--- config.mk ---
export PLATFORM = sky130hd
export DESIGN_NAME = sllb_device_flat
export DESIGN_NICKNAME = d
export VERILOG_FILES = /design/src/rtl/sllb_pkg.sv /design/src/rtl/sllb_if.sv /design/src/rtl/sllb_device.sv /design/src/flat_wrapper.sv
export VERILOG_INCLUDE_DIRS = /design/src /design/src/rtl
export SDC_FILE = /design/constraint.sdc
export NUM_CORES = 1
export LEC_CHECK = 0
export BUFFER_PORTS_ARGS = -buffer_cell sky130_fd_sc_hd__buf_2
export CORE_UTILIZATION = 66
export CTS_BUF_LIST = sky130_fd_sc_hd__clkbuf_16
export CTS_CLUSTER_SIZE = 30
export DETAILED_ROUTE_END_ITERATION = 16
export PLACE_DENSITY = 0.86
export REMOVE_ABC_BUFFERS = 1
export SLEW_MARGIN = 20
export SYNTH_ARGS = -nofsm -noshare
export SYNTH_HDL_FRONTEND = slang
export SYNTH_SLANG_ARGS = --single-unit
--- constraint.sdc ---
create_clock -name pclk -period 4.1 [get_ports pclk]
set_clock_uncertainty 0.15 [all_clocks]
set_input_delay 0.41 -clock pclk [delete_from_list [all_inputs] [get_ports pclk]]
set_output_delay 0.41 -clock pclk [all_outputs]
set_load 0.02 [all_outputs]
--- src/rtl/sllb_defs.svh ---
// register offsets, field positions, reset values and timing counts for link bring-up
`ifndef SLLB_DEFS_SVH
`define SLLB_DEFS_SVH
`define SLLB_OFF_SYNC_CTRL 12'h03a
`define SLLB_OFF_SYNC_STAT 12'h03b
`define SLLB_OFF_EQ 12'h268
`define SLLB_OFF_PLL_EN 12'h280
`define SLLB_OFF_PLL_LOCK 12'h281
`define SLLB_OFF_VARACTOR 12'h2a0
`define SLLB_OFF_LINK_EN 12'h300
`define SLLB_OFF_SUBCLASS 12'h301
`define SLLB_OFF_MF_DEL_LO 12'h304
`define SLLB_OFF_MF_DEL_HI 12'h305
`define SLLB_OFF_MF_VAR_LO 12'h306
`define SLLB_OFF_MF_VAR_HI 12'h307
`define SLLB_OFF_XBAR0 12'h308
`define SLLB_OFF_XBAR3 12'h30b
`define SLLB_OFF_POLARITY 12'h334
`define SLLB_PLL_ON_VAL 8'h01
`define SLLB_SYNC_ONESHOT 8'h01
`define SLLB_SYNC_ENABLE 8'h81
`define SLLB_SYNC_ARM 8'hc1
`define SLLB_EQ_REQ_VAL 6'h22
`define SLLB_EQ_RESET 8'h22
`define SLLB_VARACTOR_VAL 8'h06
`define SLLB_LINKS_DUAL 2'h3
`define SLLB_LINKS_SINGLE 2'h1
`define SLLB_LOCK_BIT 3
`define SLLB_STATUS_LINK_BIT 2
`define SLLB_TWO_LINK_BIT 3
`define SLLB_SYNC_EN_BIT 7
`define SLLB_SYNC_ARM_BIT 6
// serial-lane pll lock time, figure in ns, and cycles at 8 ns
`define SLLB_PLL_LOCK_NS 200
`define SLLB_CLK_NS 8
`define SLLB_PLL_LOCK_CYC ((`SLLB_PLL_LOCK_NS + `SLLB_CLK_NS - 1) / `SLLB_CLK_NS)
// host apb map
`define SLLB_APB_CMD 12'h000
`define SLLB_APB_STAT 12'h004
`define SLLB_APB_LINKCFG 12'h008
`define SLLB_APB_LANECFG 12'h00c
`define SLLB_APB_XBAR 12'h010
`define SLLB_APB_RDADDR 12'h014
`define SLLB_APB_RDDATA 12'h018
`endif

--- src/rtl/sllb_pkg.sv ---
// types shared by both ends of the link bring-up block
package sllb_pkg;
    typedef logic [11:0] sllb_addr_type;
    typedef logic [7:0] sllb_byte_type;
    typedef logic [7:0] sllb_lanes_type;
endpackage

--- src/rtl/sllb_if.sv ---
// register port and link pins between the converter and its host controller
`timescale 1ns/1ns
interface sllb_if;
    import sllb_pkg::*;
    logic req;
    logic wr;
    sllb_addr_type addr;
    sllb_byte_type wdata;
    logic ack;
    sllb_byte_type rdata;
    logic sysref;
    sllb_lanes_type lane_data;
    modport device (input req, input wr, input addr, input wdata, input sysref,
        input lane_data, output ack, output rdata);
    modport host (output req, output wr, output addr, output wdata, output sysref,
        output lane_data, input ack, input rdata);
endinterface

--- src/rtl/sllb_device.sv ---
// converter end: link-layer configuration registers, pll lock and frame sync machine
//
// Our own choice: the APB slave port.
`timescale 1ns/1ns
`include "sllb_defs.svh"

// Behaviour
// - writing 0x01 at lane_pll_enable enables lane pll
// - pll lock reported in lane_pll_lock_status bit 0
// - host writes 0x22 in equalizer low bits
// - equalizer bits 7:6 select lane equalization
// - host writes 0x06 into varactor register
// - 0x01 at frame_sync_control selects one-shot sync
// - 0x81 enables, 0xc1 arms sync machine
// - sysref edge delivered after arming
// - sync lock sets frame_sync_status bit 3
// - polarity mask bit inverts logical lane
// - crossbar registers remap physical to logical
// - link enable field: 3 dual, 1 single
// - bit 2 of link_enable_control picks status link
module sllb_device (
    input wire logic pclk,
    input wire logic presetn,
    sllb_if.device bus,
    output logic [7:0] lane_out,
    output logic [1:0] link_enable_mask,
    output logic [1:0] equalizer_setting,
    output logic pll_enabled,
    output logic pll_locked,
    output logic sync_locked
);
    import sllb_pkg::*;

    typedef enum logic [3:0] {
        SY_IDLE = 4'b0001,
        SY_ENABLED = 4'b0010,
        SY_ARMED = 4'b0100,
        SY_LOCKED = 4'b1000
    } sllb_sync_type;

    typedef struct packed {
        sllb_byte_type sync_ctrl;
        sllb_byte_type eq;
        sllb_byte_type pll_en;
        sllb_byte_type varactor;
        sllb_byte_type link_en;
        sllb_byte_type subclass;
        sllb_byte_type mf_del_lo;
        sllb_byte_type mf_del_hi;
        sllb_byte_type mf_var_lo;
        sllb_byte_type mf_var_hi;
        logic [31:0] xbar;
        sllb_lanes_type polarity;
        logic [7:0] lock_cnt;
        logic pll_lock;
        sllb_sync_type sync;
        logic [2:0] sysref_sync;
        logic sysref_seen;
        logic ack;
        sllb_byte_type rdata;
        sllb_lanes_type lane_out;
    } sllb_dev_state_type;

    sllb_dev_state_type st_q;
    sllb_dev_state_type st_d;

    // crossbar: logical lane n takes physical lane held in the low 3 bits of its 4-bit slot
    function automatic sllb_lanes_type remap(input sllb_lanes_type phys,
        input logic [31:0] map);
        sllb_lanes_type r;
        r = 8'h00;
        for (int n = 0; n < 8; n++) begin
            r[n] = phys[map[n*4 +: 3]];
        end
        return r;
    endfunction

    // lane inputs synchronised per lane through three stages, kept outside the struct
    logic [7:0] lane_s1_q;
    logic [7:0] lane_s2_q;
    logic [7:0] lane_s3_q;
    logic [7:0] lane_stable_q;
    always_ff @(posedge pclk or negedge presetn) begin
        if (!presetn) begin
            lane_s1_q <= 8'h00;
            lane_s2_q <= 8'h00;
            lane_s3_q <= 8'h00;
            lane_stable_q <= 8'h00;
        end else begin
            lane_s1_q <= bus.lane_data;
            lane_s2_q <= lane_s1_q;
            lane_s3_q <= lane_s2_q;
            for (int i = 0; i < 8; i++) begin
                if (lane_s2_q[i] == lane_s3_q[i]) begin
                    lane_stable_q[i] <= lane_s3_q[i];
                end
            end
        end
    end
    always_comb begin
        logic wr_now;
        logic sysref_rise;
        wr_now = 1'b0;
        sysref_rise = 1'b0;
        st_d = st_q;
        st_d.ack = 1'b0;
        st_d.sysref_sync = {st_q.sysref_sync[1:0], bus.sysref};
        // a level counts once flops two and three agree; sysref_seen holds it
        sysref_rise = (st_q.sysref_sync[2:1] == 2'b11) && !st_q.sysref_seen;
        wr_now = bus.req && bus.wr && !st_q.ack;
        // ----------------------------------------------------------------
        // register port: one-cycle ack after a request
        // ----------------------------------------------------------------
        if (bus.req && !st_q.ack) begin
            st_d.ack = 1'b1;
            st_d.rdata = 8'h00;
            if (bus.wr) begin
                unique case (bus.addr)
                    `SLLB_OFF_SYNC_CTRL: st_d.sync_ctrl = bus.wdata;
                    `SLLB_OFF_EQ: st_d.eq = bus.wdata;
                    `SLLB_OFF_PLL_EN: st_d.pll_en = bus.wdata;
                    `SLLB_OFF_VARACTOR: st_d.varactor = bus.wdata;
                    `SLLB_OFF_LINK_EN: st_d.link_en = bus.wdata;
                    `SLLB_OFF_SUBCLASS: st_d.subclass = bus.wdata;
                    `SLLB_OFF_MF_DEL_LO: st_d.mf_del_lo = bus.wdata;
                    `SLLB_OFF_MF_DEL_HI: st_d.mf_del_hi = bus.wdata;
                    `SLLB_OFF_MF_VAR_LO: st_d.mf_var_lo = bus.wdata;
                    `SLLB_OFF_MF_VAR_HI: st_d.mf_var_hi = bus.wdata;
                    `SLLB_OFF_POLARITY: st_d.polarity = bus.wdata;
                    default: begin
                        if (bus.addr >= `SLLB_OFF_XBAR0 && bus.addr <= `SLLB_OFF_XBAR3) begin
                            st_d.xbar[bus.addr[1:0]*8 +: 8] = bus.wdata;
                        end
                    end
                endcase
            end else begin
                unique case (bus.addr)
                    `SLLB_OFF_SYNC_CTRL: st_d.rdata = st_q.sync_ctrl;
                    `SLLB_OFF_SYNC_STAT: begin
                        st_d.rdata = 8'h00;
                        st_d.rdata[`SLLB_LOCK_BIT] = (st_q.sync == SY_LOCKED);
                    end
                    `SLLB_OFF_EQ: st_d.rdata = st_q.eq;
                    `SLLB_OFF_PLL_EN: st_d.rdata = st_q.pll_en;
                    `SLLB_OFF_PLL_LOCK: st_d.rdata = {7'h00, st_q.pll_lock};
                    `SLLB_OFF_VARACTOR: st_d.rdata = st_q.varactor;
                    // link enable readback returns the whole link_enable_control byte
                    `SLLB_OFF_LINK_EN: st_d.rdata = st_q.link_en;
                    `SLLB_OFF_SUBCLASS: st_d.rdata = st_q.subclass;
                    `SLLB_OFF_MF_DEL_LO: st_d.rdata = st_q.mf_del_lo;
                    `SLLB_OFF_MF_DEL_HI: st_d.rdata = st_q.mf_del_hi;
                    `SLLB_OFF_MF_VAR_LO: st_d.rdata = st_q.mf_var_lo;
                    `SLLB_OFF_MF_VAR_HI: st_d.rdata = st_q.mf_var_hi;
                    `SLLB_OFF_POLARITY: st_d.rdata = st_q.polarity;
                    default: begin
                        if (bus.addr >= `SLLB_OFF_XBAR0 && bus.addr <= `SLLB_OFF_XBAR3) begin
                            st_d.rdata = st_q.xbar[bus.addr[1:0]*8 +: 8];
                        end
                    end
                endcase
            end
        end
        // ----------------------------------------------------------------
        // serial-lane pll model: locks a fixed time after enable
        // ----------------------------------------------------------------
        if (st_q.pll_en != `SLLB_PLL_ON_VAL) begin
            st_d.lock_cnt = 8'h00;
            st_d.pll_lock = 1'b0;
        end else if (st_q.lock_cnt == 8'(`SLLB_PLL_LOCK_CYC)) begin
            st_d.pll_lock = 1'b1;
        end else begin
            st_d.lock_cnt = st_q.lock_cnt + 8'h01;
        end
        // ----------------------------------------------------------------
        // frame sync machine: lock on first sysref edge after arm; re-arms from lock unless one-shot
        // ----------------------------------------------------------------
        unique case (st_q.sync)
            SY_IDLE: begin
                if (st_q.sync_ctrl[`SLLB_SYNC_EN_BIT]) begin
                    st_d.sync = SY_ENABLED;
                end
            end
            SY_ENABLED: begin
                if (!st_q.sync_ctrl[`SLLB_SYNC_EN_BIT]) begin
                    st_d.sync = SY_IDLE;
                end else if (st_q.sync_ctrl[`SLLB_SYNC_ARM_BIT]) begin
                    st_d.sync = SY_ARMED;
                end
            end
            SY_ARMED: begin
                if (!st_q.sync_ctrl[`SLLB_SYNC_EN_BIT]) begin
                    st_d.sync = SY_IDLE;
                end else if (sysref_rise) begin
                    st_d.sync = SY_LOCKED;
                    // one-shot: the arm bit clears itself once used
                    if ({6'h00, st_q.sync_ctrl[1:0]} == `SLLB_SYNC_ONESHOT) begin
                        st_d.sync_ctrl[`SLLB_SYNC_ARM_BIT] = 1'b0;
                    end
                end
            end
            SY_LOCKED: begin
                if (!st_q.sync_ctrl[`SLLB_SYNC_EN_BIT]) begin
                    st_d.sync = SY_IDLE;
                end else if (st_q.sync_ctrl[`SLLB_SYNC_ARM_BIT] && !wr_now
                    && {6'h00, st_q.sync_ctrl[1:0]} != `SLLB_SYNC_ONESHOT) begin
                    st_d.sync = SY_ARMED;
                end
            end
        endcase
        // ----------------------------------------------------------------
        // lane datapath: remap then invert, gated by the link enables
        // ----------------------------------------------------------------
        st_d.lane_out = remap(lane_stable_q, st_q.xbar) ^ st_q.polarity;
        if (st_q.link_en[1:0] == 2'h0) begin
            st_d.lane_out = 8'h00;
        end else if (!st_q.link_en[1]) begin
            st_d.lane_out[7:4] = 4'h0;
        end
        if (st_q.sysref_sync[2] == st_q.sysref_sync[1]) begin
            st_d.sysref_seen = st_q.sysref_sync[2];
        end
    end

    always_ff @(posedge pclk or negedge presetn) begin
        if (!presetn) begin
            st_q <= '0;
            st_q.eq <= `SLLB_EQ_RESET;
            st_q.xbar <= 32'h76543210;
            st_q.sync <= SY_IDLE;
        end else begin
            st_q <= st_d;
        end
    end

    assign bus.ack = st_q.ack;
    assign bus.rdata = st_q.rdata;
    assign lane_out = st_q.lane_out;
    // four lanes per link; bit 2 picks the status link
    assign link_enable_mask = st_q.link_en[1:0];
    assign equalizer_setting = st_q.eq[7:6];
    assign pll_enabled = (st_q.pll_en == `SLLB_PLL_ON_VAL);
    assign pll_locked = st_q.pll_lock;
    assign sync_locked = (st_q.sync == SY_LOCKED) && st_q.link_en[`SLLB_STATUS_LINK_BIT] == 1'b0
        || (st_q.sync == SY_LOCKED) && st_q.link_en[1];
endmodule

--- src/flat_wrapper.sv ---
// flat-port wrapper written by rule: the top's interface ports become plain ports
module sllb_device_flat import sllb_pkg::*;
  (pclk, presetn, lane_out, link_enable_mask, equalizer_setting, pll_enabled, pll_locked, sync_locked, bus_req, bus_wr, bus_addr, bus_wdata, bus_sysref, bus_lane_data, bus_ack, bus_rdata);
  sllb_if bus_i ();
  input wire logic pclk;
  input wire logic presetn;
  output logic [7:0] lane_out;
  output logic [1:0] link_enable_mask;
  output logic [1:0] equalizer_setting;
  output logic pll_enabled;
  output logic pll_locked;
  output logic sync_locked;
  input wire logic [$bits(bus_i.req)-1:0] bus_req;
  input wire logic [$bits(bus_i.wr)-1:0] bus_wr;
  input wire logic [$bits(bus_i.addr)-1:0] bus_addr;
  input wire logic [$bits(bus_i.wdata)-1:0] bus_wdata;
  input wire logic [$bits(bus_i.sysref)-1:0] bus_sysref;
  input wire logic [$bits(bus_i.lane_data)-1:0] bus_lane_data;
  output wire logic [$bits(bus_i.ack)-1:0] bus_ack;
  output wire logic [$bits(bus_i.rdata)-1:0] bus_rdata;
  assign bus_i.req = bus_req;
  assign bus_i.wr = bus_wr;
  assign bus_i.addr = bus_addr;
  assign bus_i.wdata = bus_wdata;
  assign bus_i.sysref = bus_sysref;
  assign bus_i.lane_data = bus_lane_data;
  assign bus_ack = bus_i.ack;
  assign bus_rdata = bus_i.rdata;
  sllb_device u_core (.pclk(pclk), .presetn(presetn), .bus(bus_i), .lane_out(lane_out), .link_enable_mask(link_enable_mask), .equalizer_setting(equalizer_setting), .pll_enabled(pll_enabled), .pll_locked(pll_locked), .sync_locked(sync_locked));
endmodule
==> impl_metrics.yaml <==
pwr:
  p_leak_nw: 4.69
  peakVddDrop_v: 0.000307
  p_per_area_nw_per_um2: 389
clock_network:
  clock_latency_ns: 0.45
  cts_hold_buf: 10
  ctsResizeCount: 0
  numCtsBuffers: 17
  clk_path_buf_depth: 2
  cts.sinks: 186
  cts_tree: "built"
  cts_setup_buffers: 0
  clk_pin_slew_ns: 0.07
  h-tree-depth: 4
  cts_root_buf: "clkbuf_16"
worst_setup_path:
  worstPathArrival_ns: 2.14
  cp.depth: 3
  crit_slowest_cell: "nor4b_2"
  r2r_slack_ns: 1.50
  cp_cell_sequence: "nor4b_2 -> a21boi_0 -> buf_2"
  r2r_cells: 4
  cp_max_fo: 10
  regToRegStartpoint: "u_core.bus.ack$_DFF_PN0_"
  required_ns: 3.54
  endpoint_kind: "primary output"
  crit_family: "simple AND/OR/NAND/NOR gates"
  max_stage_delay_ns: 0.69
  crit_type: "register to primary output"
  critPathBufInv: 1
  critPathLaunchType: "register"
timing:
  setup-tns-final_ns: 0
  fin_ws_ns: 1.40
  relSlewSlack_pct: 23.8
  setup-violations-final: 0
  slew_viol_final: 0
  fin_crit_sh_pct: 66.0
  rsz0062_at_grt: "no"
  fmax_mhz: 370
  hold_viol: 0
  worst_slew_pin_slew_ns: 1.14
  min_period_ns: 2.70
routing:
  viasPerCell: 6.74
  vias: 6682
  wl_um: 24200
  ant_nets: 0
  first_pass_iters: 5
  drc: 0
  drtIter0Drc: 722
  wl_per_cell_um: 24.5
outcome:
  status: "complete, no violations"
synth:
  synth-simple-area-share_pct: 13.6
  syn_avg_cell_area_um2: 12.1
  async_reset_ff_share_pct: 100
  yosysUniqueCellTypes: 76
  synth-compound-area-share_pct: 8.36
  synth_cells: 767
  synth-edff-count: 0
  synth_adder_area_share_pct: 1.81
  syn_area_um2: 9250
  synth_xor_area_share_pct: 1.33
  ys_seq_elements: 186
  yosysSeqAreaShare_pct: 50.5
  synth_top_family_by_area: "multiplexers"
  synth_mux_area_share_pct: 19.4
  synth_ff_type: "dfrtp_1"
  synth_warnings: 0
cells_and_area:
  drive_gt1_share_pct: 29.9
  area_growth_pct: 10.1
  final_nets: 841
  fin_area_um2: 10200
placement:
  postPlaceCellArea_um2: 9460
  io_buffers: 56
  hpwl_um: 16200
  routabilityCongestion: 0.994
  pre_cts_ws_ns: 1.09
run:
  maxCapViolations: 0
grt:
  grt_use_total_pct: 35.8
  grt_pass1_vias: 6755
  grt_max_degree: 110
  grt_pass1_wl_um: 37900
  antenna_found_initial: 0
  grt_remaining_overflow: 0
min_path:
  hp-start: "u_core.lane_s1_q[7]$_DFF_PN0_"
  hold_path_class: "register to register"
  hold-path-cell-count: 0
  holdPathEnd: "u_core.lane_s2_q[7]$_DFF_PN0_"
floorplanning:
  io_pins: 57
  die-area_um2: 14500
  rows: 42
  start_util_pct: 68.8
  die-width_um: 120
  fp.dieH_um: 120
  design.core.area_um2: 13500
metal layers:
| metal | vias up | share of wire [%] | global-route usage, % |
|---|---|---|---|
| met5 | - | 0 | 0 |
| met4 | 0 | 2.8 | 15.3 |
| met3 | 56 | 8.7 | 7.74 |
| met2 | 384 | 46 | 53.7 |
| met1 | 3418 | 42 | 51.0 |
| li1 | 2824 | - | - |
final cells by class:
| cell class | count | area, µm² |
|---|---|---|
| Antenna cell | 1 | 2.50 |
| Timing Repair Buffer | 70 | 417 |
| Sequential cell | 186 | 4670 |
| Multi-Input combinational cell | 492 | 4120 |
| Clock buffer | 17 | 425 |
| Fill cell | 873 | 3260 |
| Inverter | 34 | 128 |
| Tap cell | 176 | 220 |
| Clock inverter | 15 | 199 |
per-stage QoR:
step / util (%) / total power [mW] / hold WS [ns] / instances
floorplan: - / 2.08 / -0.0356 / 712
global placement: 70.3 / 2.22 / 0.182 / 948
detailed placement: 70.3 / 2.23 / 0.185 / 948
CTS: 75.7 / 3.97 / 0.202 / 990
global route: 75.7 / 4.07 / 0.210 / 990
finish: 75.7 / 3.96 / 0.200 / 991
cell families (layout without fill, tap and decap cells):
kind of cell,count (synthesis),count (layout)
DFF,186,186
other,0,1
AOI/OAI and AO/OA,114,114
adders and majority gates,15,15
xor gates and xnor gates,14,14
buffers and inverters,89,136
muxes,130,130
and+or+nand+nor,219,219
cells in the mapped netlist, types with 4 or more instances:
| cell | count | area share (%) |
|---|---|---|
| dfrtp_1 | 171 | 46 |
| nand2_1 | 85 | 3.4 |
| mux2_2 | 60 | 7.3 |
| o21ai_0 | 35 | 1.9 |
| inv_1 | 34 | 1.4 |
| nor2_1 | 33 | 1.3 |
| mux2_4 | 24 | 3.9 |
| mux4_2 | 24 | 5.8 |
| buf_4 | 23 | 1.9 |
| mux2i_1 | 21 | 2.3 |
| buf_2 | 18 | 0.97 |
| dfstp_2 | 15 | 4.3 |
| a22oi_1 | 12 | 0.97 |
| clkbuf_1 | 11 | 0.45 |
| xor2_1 | 11 | 1.0 |
| nand4_1 | 10 | 0.68 |
| a21oi_1 | 9 | 0.49 |
| o21ai_1 | 9 | 0.49 |
| maj3_1 | 8 | 0.87 |
| nand3_1 | 8 | 0.43 |
| nor2b_1 | 8 | 0.54 |
| and2_1 | 7 | 0.47 |
| ha_1 | 7 | 0.95 |
| and3_1 | 6 | 0.41 |
| nor3b_1 | 6 | 0.49 |
| nor4_1 | 6 | 0.41 |
| a211oi_1 | 5 | 0.41 |
| o22ai_1 | 5 | 0.34 |
| a2bb2oi_1 | 4 | 0.38 |
| nand2_2 | 4 | 0.27 |
| nand2b_1 | 4 | 0.27 |
report_power, final:
group	switching [mW]	leakage (nW)	total, mW	internal [mW]
Clock	0.807	0.307	1.74	0.937
Combinational	0.182	2.00	0.288	0.106
Sequential	0.0535	2.38	1.93	1.87
Total	1.04	4.69	3.96	2.92
layout by cell type (no fill, tap or decap), types with 4 or more instances in the layout:
master / count
dfrtp_1: 171
nand2_1: 85
mux2_2: 60
buf_2: 55
o21ai_0: 35
inv_1: 34
nor2_1: 33
mux4_2: 24
mux2_4: 24
mux2i_1: 21
clkbuf_16: 17
dfstp_2: 15
a22oi_1: 12
xor2_1: 11
nand4_1: 10
dlygate4sd3_1: 10
a21oi_1: 9
o21ai_1: 9
nor2b_1: 8
nand3_1: 8
maj3_1: 8
and2_1: 7
ha_1: 7
nor4_1: 6
and3_1: 6
nor3b_1: 5
a211oi_1: 5
o22ai_1: 5
inv_6: 5
nand2b_1: 4
nand2_2: 4
nor3b_2: 4
a2bb2oi_1: 4
inv_8: 4
buf_4: 4
worst max-delay path by stage:
stage                                      end  slack (ns)                        start
6_report                           sync_locked        1.40  u_core.st_q[22]$_DFFE_PN0P_
5_1_grt        u_core.bus.rdata[6]$_DFFE_PN0P_        1.30                  bus_addr[0]
4_1_cts                            sync_locked        1.45  u_core.st_q[22]$_DFFE_PN0P_
3_5_place_dp      u_core.st_q[129]$_DFFE_PN0P_        1.09                  bus_addr[0]
3_3_place_gp      u_core.st_q[124]$_DFFE_PN0P_        1.23                  bus_addr[0]
2_1_floorplan     u_core.st_q[142]$_DFFE_PN0P_        1.78                  bus_addr[0]
Note: power is estimated with default switching activity, not from simulation.
